<file path="config.mk">
export PLATFORM = sky130hd
export DESIGN_NAME = lcd_driver
export DESIGN_NICKNAME = d
export VERILOG_FILES = /design/src/rtl/lcd_pkg.sv /design/src/rtl/lcd_driver.sv
export SDC_FILE = /design/constraint.sdc
export NUM_CORES = 1
export LEC_CHECK = 0
export BUFFER_PORTS_ARGS = -buffer_cell sky130_fd_sc_hd__buf_2
export CORE_ASPECT_RATIO = 0.8
export CORE_MARGIN = 2
export CORE_UTILIZATION = 55
export DETAILED_ROUTE_END_ITERATION = 6
export PLACE_DENSITY_LB_ADDON = 0.15
export SYNTH_ARGS = -nofsm -noshare
export SYNTH_HDL_FRONTEND = slang
export SYNTH_SLANG_ARGS = --single-unit
export TNS_END_PERCENT = 1
</file>
<file path="constraint.sdc">
create_clock -name clk -period 6 [get_ports clk]
set_clock_uncertainty 0.15 [all_clocks]
set_input_delay 1.2 -clock clk [delete_from_list [all_inputs] [get_ports clk]]
set_output_delay 1.2 -clock clk [all_outputs]
set_load 0.02 [all_outputs]
</file>
<file path="src/rtl/lcd_pkg.sv">
// Shared constants for the serial row/column LCD driver
package lcd_pkg;
  localparam int ROWS = 8;
  localparam int COLS = 25;
  localparam int ROW_W = 3;
  localparam int MODE_W = 2;
  localparam int FRAME_BITS = ROW_W + MODE_W + COLS;
  localparam logic [1:0] MODE_WRITE = 2'h0;
  localparam logic [1:0] MODE_READ = 2'h1;
  localparam logic [1:0] MODE_INIT_BLANK = 2'h2;
  localparam logic [1:0] MODE_INIT_VIS = 2'h3;
  localparam logic [2:0] LAST_ROW_RST = 3'h7;
  localparam logic BLANK_RST = 1'b1;
  // Drive level codes: fraction of supply in quarters
  localparam logic [2:0] LVL_0 = 3'h0;
  localparam logic [2:0] LVL_25 = 3'h1;
  localparam logic [2:0] LVL_50 = 3'h2;
  localparam logic [2:0] LVL_75 = 3'h3;
  localparam logic [2:0] LVL_100 = 3'h4;
  typedef enum logic [1:0] {
    LCD_ROWF = 2'b00,
    LCD_MODEF = 2'b01,
    LCD_COLF = 2'b10,
    LCD_DONE = 2'b11
  } lcd_state_e;
endpackage

</file>
<file path="src/rtl/lcd_driver.sv">
// Serially loaded 8 x 25 multiplexed LCD driver with automatic refresh
`timescale 1ns/100ps
module lcd_driver #(
  parameter int ROWS = lcd_pkg::ROWS,
  parameter int COLS = lcd_pkg::COLS
) (
  // System
  input wire logic clk,
  input wire logic rst_n,
  // Serial host pins, asynchronous to clk
  input wire logic cs_n,
  input wire logic sclk,
  input wire logic sdin,
  output logic sdout,
  output logic sdout_oe,
  // Refresh oscillator pin
  input wire logic osc,
  // Display drive, level codes in quarters of supply
  output logic [ROWS-1:0][2:0] row_lvl,
  output logic [COLS-1:0][2:0] col_lvl,
  // Status
  output logic blanked,
  output logic [2:0] last_row
);

  // Pixel buffer has no reset so power-up content is arbitrary
  logic [COLS-1:0] pix [ROWS];

  // Two-flop synchronisers for pins
  logic [1:0] cs_sync;
  logic [1:0] sclk_sync;
  logic [1:0] sdin_sync;
  logic [1:0] osc_sync;
  logic sclk_d;
  logic osc_d;

  always_ff @(posedge clk or negedge rst_n)
  begin
    if (!rst_n)
    begin
      cs_sync <= 2'h3;
      sclk_sync <= 2'h3;
      sdin_sync <= 2'h0;
      osc_sync <= 2'h0;
      sclk_d <= 1'b1;
      osc_d <= 1'b0;
    end
    else
    begin
      cs_sync <= {cs_sync[0], cs_n};
      sclk_sync <= {sclk_sync[0], sclk};
      sdin_sync <= {sdin_sync[0], sdin};
      osc_sync <= {osc_sync[0], osc};
      sclk_d <= sclk_sync[1];
      osc_d <= osc_sync[1];
    end
  end

  logic sel;
  logic sclk_fall;
  logic osc_rise;
  // Edges come from synced copies, so a pin pulse that spans no rising clock edge is missed
  assign sel = !cs_sync[1];
  assign sclk_fall = sel && sclk_d && !sclk_sync[1];
  assign osc_rise = osc_sync[1] && !osc_d;

  // Serial frame decoder state
  lcd_pkg::lcd_state_e state;
  lcd_pkg::lcd_state_e next_state;
  logic [4:0] cnt;
  logic [4:0] next_cnt;
  logic [2:0] row_addr;
  logic [2:0] next_row_addr;
  logic [1:0] mode;
  logic [1:0] next_mode;
  logic [COLS-1:0] shreg;
  logic [COLS-1:0] next_shreg;
  logic [2:0] next_last_row;
  logic next_blanked;
  logic next_sdout;
  logic wr_en;

  // Frame decode; deselect before the last column drops a write, but init status set after the mode bits stays
  always_comb
  begin
    next_state = state;
    next_cnt = cnt;
    next_row_addr = row_addr;
    next_mode = mode;
    next_shreg = shreg;
    next_last_row = last_row;
    next_blanked = blanked;
    next_sdout = sdout;
    wr_en = 1'b0;
    if (!sel)
    begin
      next_state = lcd_pkg::LCD_ROWF;
      next_cnt = 5'h0;
    end
    else if (sclk_fall)
    begin
      case (state)
        lcd_pkg::LCD_ROWF:
        begin
          next_row_addr = {row_addr[1:0], sdin_sync[1]};
          next_cnt = cnt + 5'h1;
          if (cnt == 5'(lcd_pkg::ROW_W - 1))
          begin
            next_state = lcd_pkg::LCD_MODEF;
            next_cnt = 5'h0;
          end
        end
        lcd_pkg::LCD_MODEF:
        begin
          next_mode = {mode[0], sdin_sync[1]};
          next_cnt = cnt + 5'h1;
          if (cnt == 5'(lcd_pkg::MODE_W - 1))
          begin
            next_state = lcd_pkg::LCD_COLF;
            next_cnt = 5'h0;
            // Init modes take effect after the mode bits
            if (mode[0] == 1'b1)
            begin
              next_last_row = row_addr;
              next_blanked = !sdin_sync[1];
            end
            // Load the row to read, column 25 at the top
            if ({mode[0], sdin_sync[1]} == lcd_pkg::MODE_READ ||
                {mode[0], sdin_sync[1]} == lcd_pkg::MODE_INIT_VIS)
              next_shreg = pix[row_addr];
          end
        end
        lcd_pkg::LCD_COLF:
        begin
          next_cnt = cnt + 5'h1;
          if (mode[0] == 1'b0)
          begin
            // Column 1 first in, ends at bit 0
            next_shreg = {sdin_sync[1], shreg[COLS-1:1]};
            if (cnt == 5'(COLS - 1))
              wr_en = 1'b1;
          end
          else
          begin
            next_sdout = shreg[COLS-1];
            next_shreg = {shreg[COLS-2:0], 1'b0};
          end
          if (cnt == 5'(COLS - 1))
            next_state = lcd_pkg::LCD_DONE;
        end
        lcd_pkg::LCD_DONE:
        begin
          next_state = lcd_pkg::LCD_DONE;
        end
        default:
        begin
          next_state = lcd_pkg::LCD_ROWF;
        end
      endcase
    end
  end

  // Writes happen in write and blank-init modes only
  logic store;
  assign store = wr_en && (mode == lcd_pkg::MODE_WRITE || mode == lcd_pkg::MODE_INIT_BLANK);

  // Frame decoder and status registers
  always_ff @(posedge clk or negedge rst_n)
  begin
    if (!rst_n)
    begin
      state <= lcd_pkg::LCD_ROWF;
      cnt <= 5'h0;
      row_addr <= 3'h0;
      mode <= 2'h0;
      shreg <= '0;
      last_row <= lcd_pkg::LAST_ROW_RST;
      blanked <= lcd_pkg::BLANK_RST;
      sdout <= 1'b0;
    end
    else
    begin
      state <= next_state;
      cnt <= next_cnt;
      row_addr <= next_row_addr;
      mode <= next_mode;
      shreg <= next_shreg;
      last_row <= next_last_row;
      blanked <= next_blanked;
      sdout <= next_sdout;
    end
  end

  // Buffer write port, no reset so contents survive until written
  // The word is taken after the last shift, else column 25 would be lost
  always_ff @(posedge clk)
  begin
    if (store)
      pix[row_addr] <= next_shreg;
  end

  // Output drives while selected in a reading mode and keeps driving after the
  // last bit so column 1 can still be taken; only deselect releases it
  assign sdout_oe = sel && (state == lcd_pkg::LCD_COLF || state == lcd_pkg::LCD_DONE) &&
                    mode[0] == 1'b1;

  // Refresh timing: halve oscillator, then step rows and phase
  logic half;
  logic next_half;
  logic [2:0] scan;
  logic [2:0] next_scan;
  logic phase;
  logic next_phase;

  always_comb
  begin
    next_half = half;
    next_scan = scan;
    next_phase = phase;
    if (osc_rise)
    begin
      next_half = !half;
      if (half)
      begin
        // Polarity flips each full frame to keep drive AC
        if (scan >= last_row)
        begin
          next_scan = 3'h0;
          next_phase = !phase;
        end
        else
          next_scan = scan + 3'h1;
      end
    end
  end

  // Refresh registers
  always_ff @(posedge clk or negedge rst_n)
  begin
    if (!rst_n)
    begin
      half <= 1'b0;
      scan <= 3'h0;
      phase <= 1'b0;
    end
    else
    begin
      half <= next_half;
      scan <= next_scan;
      phase <= next_phase;
    end
  end

  // Row whose bits go to the columns now
  logic [COLS-1:0] cur_row;
  logic [ROWS-1:0][2:0] next_row_lvl;
  logic [COLS-1:0][2:0] next_col_lvl;
  assign cur_row = pix[scan];

  // Quarter-voltage drive: selected row at a rail, others at 1/4 or 3/4
  for (genvar r = 0; r < ROWS; r++)
  begin : g_row
    always_comb
    begin
      if (r == int'(scan))
        next_row_lvl[r] = phase ? lcd_pkg::LVL_0 : lcd_pkg::LVL_100;
      else
        next_row_lvl[r] = phase ? lcd_pkg::LVL_75 : lcd_pkg::LVL_25;
    end
  end

  // Lit column opposes the row rail, unlit sits at half supply
  for (genvar c = 0; c < COLS; c++)
  begin : g_col
    always_comb
    begin
      if (cur_row[c] && !blanked)
        next_col_lvl[c] = phase ? lcd_pkg::LVL_100 : lcd_pkg::LVL_0;
      else
        next_col_lvl[c] = lcd_pkg::LVL_50;
    end
  end

  // Drive levels leave from flops; one clock of lag is far below a scan step
  always_ff @(posedge clk or negedge rst_n)
  begin
    if (!rst_n)
    begin
      row_lvl <= {{(ROWS-1){lcd_pkg::LVL_25}}, lcd_pkg::LVL_100};
      col_lvl <= {COLS{lcd_pkg::LVL_50}};
    end
    else
    begin
      row_lvl <= next_row_lvl;
      col_lvl <= next_col_lvl;
    end
  end

endmodule

</file>
# Word-level counts from Yosys, hierarchy flattened
# Memory sizes are Yosys's and may differ from the RTL's.
# Cells that the tools add are included.
# classes
add_sub_neg,2
order_cmp,1
n_eq_ne,19
muxes,61
bitwise,1
reduce_logical,54
# op_table
operator,n
2-to-1 mux 25 bit,5
2-to-1 mux 3 bit,36
one-hot mux 25 bit (2 select lines),1
logical AND 1 bit,31
2-to-1 mux 5 bit,4
one-hot mux 5 bit (3 select lines),1
"== test 3 bit, first input constant",4
2-to-1 mux 2 bit,6
"inequality test 3 bit, second input constant",3
AND reduction 3 bit,3
"== test 2 bit, second input constant",4
one-hot mux 2 bit (4 select lines),1
AND reduction 4 bit,2
logical NOT 1 bit,7
2-to-1 mux 1 bit,7
"== test 2 x 3 -> 1 bit, first input constant",2
"adder 5 x 1 -> 5 bit, second input constant",1
"== test 5 x 1 -> 1 bit, second input constant",1
"== test 5 x 2 -> 1 bit, second input constant",1
"== test 5 bit, second input constant",1
AND reduction 5 bit,1
"== test 2 x 1 -> 1 bit, second input constant",2
logical NOT 2 bit,2
AND reduction 2 bit,2
8 further kinds,10
# totals
regBits,156
ramBits,200
in_bits,6
mem_count,1
# mem_list
memory,words,word_bits,rd,rd_ports_with_merged_regs,wr,line,rtl
pix,8,25,2,0,1,lcd_driver.sv:27,logic [COLS-1:0] pix [ROWS];

# Depth between registers and ports, before layout
# depth
ltp_word,9
ltp_mapped,9

# Least setup slack after synthesis
# OpenSTA, ideal clock, no wires.
# synth_timing
kind,register to register
startpoint,register state[0]
endpoint,"memory pix[0][0], enable pin"
arrival_time_ps,2480
setup_slack_ps,2964
stages_incl_launch_ff,8
n_path_buf,1
path_cell_list,dfrtp_1 -> inv_1 -> ha_1 -> clkbuf_1 -> nand2_1 -> nor3_1 -> nand2_1 -> nor2_1
# synth_via
elab_chain_cells,7
# synth_lines
item,line,rtl
"start, declared",lcd_driver.sv:68,lcd_pkg::lcd_state_e state;
"start signal, assigned",lcd_driver.sv:172,state <= lcd_pkg::LCD_ROWF;
"start signal, assigned",lcd_driver.sv:183,state <= next_state;
== test 2 bit,lcd_driver.sv:102,case (state)
2-to-1 mux 1 bit,lcd_driver.sv:102,
2-to-1 mux 1 bit,lcd_driver.sv:100,else if (sclk_fall)
2-to-1 mux 1 bit,lcd_driver.sv:95,if (!sel)
logical AND 1 bit,lcd_driver.sv:165,assign store = wr_en && (mode == lcd_pkg::MODE_WRITE || mode == lcd_pkg::MODE_INIT_BLANK);
2-to-1 mux 1 bit,lcd_driver.sv:198,if (store)
2-to-1 mux 1 bit (not written as such),lcd_driver.sv:199,pix[row_addr] <= next_shreg;
"end, declared",lcd_driver.sv:27,
# No other way between the ends.

# Worst setup path in the final report
# layout_timing
startpoint,register sclk_d
endpoint,memory pix[2][15] (data pin)
# layout_via
elab_chain_cells,4
# layout_lines
item,line,rtl
"start, declared",lcd_driver.sv:34,logic sclk_d;
"start signal, assigned",lcd_driver.sv:54,sclk_d <= sclk_sync[1];
logical AND 1 bit (2 in series),lcd_driver.sv:64,assign sclk_fall = sel && sclk_d && !sclk_sync[1];
2-to-1 mux 25 bit,lcd_driver.sv:100,
2-to-1 mux 25 bit,lcd_driver.sv:95,
via next_shreg[15],lcd_driver.sv:77,logic [COLS-1:0] next_shreg;
# The timed path passes the listed nets, and every way through them passes these cells.

==> results.txt <==
----------------------------------------------------
[Clocking]
  Number of buffers added by the clock tree synthesis step ... 35
  CTS root buf ... sky130_fd_sc_hd__clkbuf_16
  Post-CTS setup buffer count ... 0
  Number of sinks on the clock net ... 330
  Clock input transition at the sequential cells of the worst setup and hold paths ... approximately 0.06 ns
  CTS hold repair buffers ... 0
  Bufs on Longest Clock Path ... 3
  H-tree lvl count ... 2
  TritonCTS clock tree ... yes
  # resized after CTS ... 0
  Skew-Pair Late Insertion Delay ... 0.52 ns

[Cells and area]
  Post-layout instance area ... approximately 0.016 mm²
  ANT cells ... 0
  Utilization after layout ... 0.629
  P&R area growth vs syn ... 12.8%
  Number of non-filler instances in the completed layout ... 1,477
  Fill cell total of the finished layout ... 1,946
  Fraction of layout instances using a drive strength above 1 ... 0.284
  Total Nets Final ... ~1.1k

[Run status]
  Outcome ... completed

[STA]
  Endpoints failing setup ... 0
  Final min period ... 4.02 ns
  Number of endpoints with negative hold slack in the final report ... 0
  Worst Tran Pin Value ... 1.11 ns
  Rel. slew slack ... 0.260
  Setup TNS ... 0 ns
  Pins Over Slew Limit ... 0
  Final-layout worst hold slack ... 0.194 ns
  Post-route clock period utilization ... 0.670
  Post-layout worst setup margin ... roughly 2.0 ns
  Timing-limited maximum frequency ... 249 MHz
  RSZ-0062 raised after global routing ... no

[Placed design]
  Gpl congestion ... 0.899
  DP Area ... about 0.015 mm²
  Count of input and output buffers ... 85
  Post-detailed-placement half-perimeter wirelength ... 23.8 mm
  Post-Place Cells ... 1,413
  Pre-CTS worst setup slack ... 2.19 ns

[Min path]
  HP Class ... register to register

[Logic synthesis]
  Netlist cell types ... 60
  Cell count after synthesis ... roughly 1k
  Synth Area per Inst ... 14.5 µm²
  Share of the synthesized area in the top cell type ... 0.411
  Synth async-reset ratio ... 0.394
  #FFs+latches synth ... 330
  Number of synthesis warnings ... 0
  Largest area contributor in the synthesized netlist ... sky130_fd_sc_hd__edfxtp_1
  Number of flops mapped to enable cells by yosys ... 200
  Summed instance area of the synthesized netlist ... approximately 0.015 mm²
  Share of synthesized area occupied by flip-flops and latches ... 0.638
  Most used DFF post-synth ... sky130_fd_sc_hd__edfxtp_1
  Largest cells by area after synthesis ... sky130_fd_sc_hd__edfxtp_1 (41%), sky130_fd_sc_hd__dfrtp_1 (15%), sky130_fd_sc_hd__mux4_2 (10%)

[Power]
  Worst vdd ir ... a little under 200 µV
  Power density over cell area ... 321 mW/mm²
  Leakage Power ... 6.02 nW
  Power consumption ... 5.28 mW

[Routing]
  Number of vias after detailed routing ... 9,399
  Drt pass-1 iters ... 7
  Post-route DRC ... 0
  Wirelength, routed ... around 38 mm
  Routed length on met1 ... 15.7 mm
  Routed length per placed instance ... about 26 µm
  Routed length on met2 ... around 17 mm
  Met3 WL ... just over 4 mm
  Via-to-Cell Ratio ... 6.36
  Starting DRT DRC Count ... 1,071
  Antenna violation net count after detailed routing ... 0
  Top metal layer carrying routed signals ... met4

[Worst setup path]
  Worst endpoint required time ... 6.06 ns
  Class of the most critical setup path ... register to register
  Maximum fanout encountered on the critical timing path ... 16
  WP data arrival ... 4.08 ns
  Startpoint type of the worst setup path ... register
  Critical path endpoint category ... register

[Floorplan]
  I/O Pins ... 111
  Die span in y ... 150 µm
  Effective utilization at floorplan ... 0.557
  Full die area ... between 0.02 and 0.03 mm²
  Standard-cell rows ... 53
  Core Region ... 0.0262 mm²
  Die width ... 186 µm

[Global routing]
  Number of global-route vias before repair ... 9,247
  Maximum number of pins on one net before global-route repair ... 77
  Wire length of the first global-routing pass ... 57.4 mm
  Number of antenna violations at the first check in global routing ... 0
  Aggregate global-route resource usage ... 0.282
  Overflow left after global routing ... 0

[Run]
  Max-cap violations ... 0

----------------------------------------------------
==> cell type report <==
| cell class | instances | area [µm²] | area share |
|---|---|---|---|
| tap | 357 | 447 | 0.0271 |
| clock buffer | 54 | 1050 | 0.0637 |
| multi-input combinational | 599 | 4870 | 0.296 |
| inverter | 18 | 67.6 | 0.00410 |
| clock inverter | 9 | 100 | 0.00608 |
| timing repair buffer | 110 | 617 | 0.0375 |
| sequential | 330 | 9320 | 0.566 |
==> kinds of logic after synthesis <==
family	synth area share
adders and majority gates	0.0154
buffers and inverters	0.0365
AOI/OAI and AO/OA	0.0842
muxes	0.154
DFF	0.638
and+or+nand+nor	0.0699
xor gates and xnor gates	0.00180
other	0.000257
==> cell usage in the layout, fill, tap and decap left out, drive strengths merged, types with 2 or more instances in the layout <==
| cell | n |
|---|---|
| edfxtp | 200 |
| nand2 | 114 |
| buf | 110 |
| dfrtp | 88 |
| nor2 | 72 |
| mux4 | 65 |
| clkbuf | 54 |
| mux2i | 45 |
| dfstp | 42 |
| a21oi | 32 |
| mux2 | 30 |
| a21o | 28 |
| o21ai | 26 |
| conb | 25 |
| ha | 18 |
| inv | 17 |
| o22ai | 16 |
| a22oi | 14 |
| o221ai | 12 |
| nor2b | 12 |
| a31oi | 12 |
| a221oi | 11 |
| nand3 | 8 |
| clkinv | 7 |
| and2 | 5 |
| nand2b | 5 |
| o21a | 5 |
| o31ai | 4 |
| nor3 | 4 |
| nor4 | 3 |
| o211ai | 3 |
| or2 | 3 |
| o2bb2ai | 2 |
| a41oi | 2 |
| a221o | 2 |
| nand4 | 2 |
| xnor2 | 2 |
| bufinv | 2 |
==> sequential cells by signal, indices dropped and copies added (netlist names), 2 cells and up <==
| register | count |
|---|---|
| sclk_sync | 2 |
| state | 2 |
| sdin_sync | 2 |
| pix | 200 |
| osc_sync | 2 |
| scan | 3 |
| last_row | 3 |
| cnt | 5 |
| shreg | 25 |
| row_lvl | 24 |
| col_lvl | 50 |
| cs_sync | 2 |
| row_addr | 3 |
==> cell usage after synthesis (2+ instances only) <==
| master | n |
|---|---|
| sky130_fd_sc_hd__clkinv_1 | 2 |
| sky130_fd_sc_hd__nor3_1 | 4 |
| sky130_fd_sc_hd__o211ai_1 | 3 |
| sky130_fd_sc_hd__and2_1 | 5 |
| sky130_fd_sc_hd__clkbuf_1 | 27 |
| sky130_fd_sc_hd__buf_4 | 31 |
| sky130_fd_sc_hd__dfstp_2 | 42 |
| sky130_fd_sc_hd__buf_2 | 21 |
| sky130_fd_sc_hd__inv_1 | 16 |
| sky130_fd_sc_hd__a22oi_1 | 14 |
| sky130_fd_sc_hd__nand2b_1 | 5 |
| sky130_fd_sc_hd__a31oi_1 | 12 |
| sky130_fd_sc_hd__a21o_1 | 28 |
| sky130_fd_sc_hd__o22ai_1 | 16 |
| sky130_fd_sc_hd__nand3_1 | 8 |
| sky130_fd_sc_hd__o221ai_1 | 12 |
| sky130_fd_sc_hd__mux2_2 | 30 |
| sky130_fd_sc_hd__ha_1 | 18 |
| sky130_fd_sc_hd__nand4_1 | 2 |
| sky130_fd_sc_hd__or2_0 | 2 |
| sky130_fd_sc_hd__a41oi_1 | 2 |
| sky130_fd_sc_hd__edfxtp_1 | 200 |
| sky130_fd_sc_hd__o2bb2ai_1 | 2 |
| sky130_fd_sc_hd__nor4_1 | 3 |
| sky130_fd_sc_hd__o21a_1 | 5 |
| sky130_fd_sc_hd__nand2_1 | 114 |
| sky130_fd_sc_hd__nor2b_1 | 12 |
| sky130_fd_sc_hd__buf_1 | 7 |
| sky130_fd_sc_hd__mux4_2 | 65 |
| sky130_fd_sc_hd__dfrtp_1 | 88 |
| sky130_fd_sc_hd__mux2i_1 | 45 |
| sky130_fd_sc_hd__a221o_1 | 2 |
| sky130_fd_sc_hd__a221oi_1 | 10 |
| sky130_fd_sc_hd__nor2_1 | 71 |
| sky130_fd_sc_hd__o21ai_0 | 25 |
| sky130_fd_sc_hd__a21oi_1 | 32 |
| sky130_fd_sc_hd__xnor2_1 | 2 |
| sky130_fd_sc_hd__o31ai_1 | 4 |
==> power breakdown <==
part           switching, mW  total [mW]  internal, mW
logic                  0.391       0.594         0.203
clock network          0.866        2.16          1.29
registers             0.0781        2.53          2.45
==> critical path, stage by stage (launching register included) <==
cell	delay, ns
sky130_fd_sc_hd__dfstp_2	0.52
sky130_fd_sc_hd__nor3b_2	0.51
sky130_fd_sc_hd__nand2_1	0.68
sky130_fd_sc_hd__nor2_2	0.67
sky130_fd_sc_hd__nand2_1	0.44
sky130_fd_sc_hd__o221ai_1	0.74
==> metal layers <==
layer  vias to the layer above  track usage
li1                       3947            -
met1                      4744        0.410
met2                       607        0.418
met3                       101       0.0764
met4                         0       0.0898
met5                         -            0
==> final timing paths <==
path	from	endpoint	slack (ns)	cells past startpoint
max	sclk_d	pix[2][15]	1.98	5
min	sdin_sync[0]	sdin_sync[1]	0.19	0
max reg2reg	sclk_d	pix[2][15]	1.98	5
min reg2reg	sdin_sync[0]	sdin_sync[1]	0.19	0
max in group asynchronous	rst_n	row_addr[2]	3.86	2
min in group asynchronous	rst_n	col_lvl[50]	0.54	1
(Power assumes the default switching activity.)
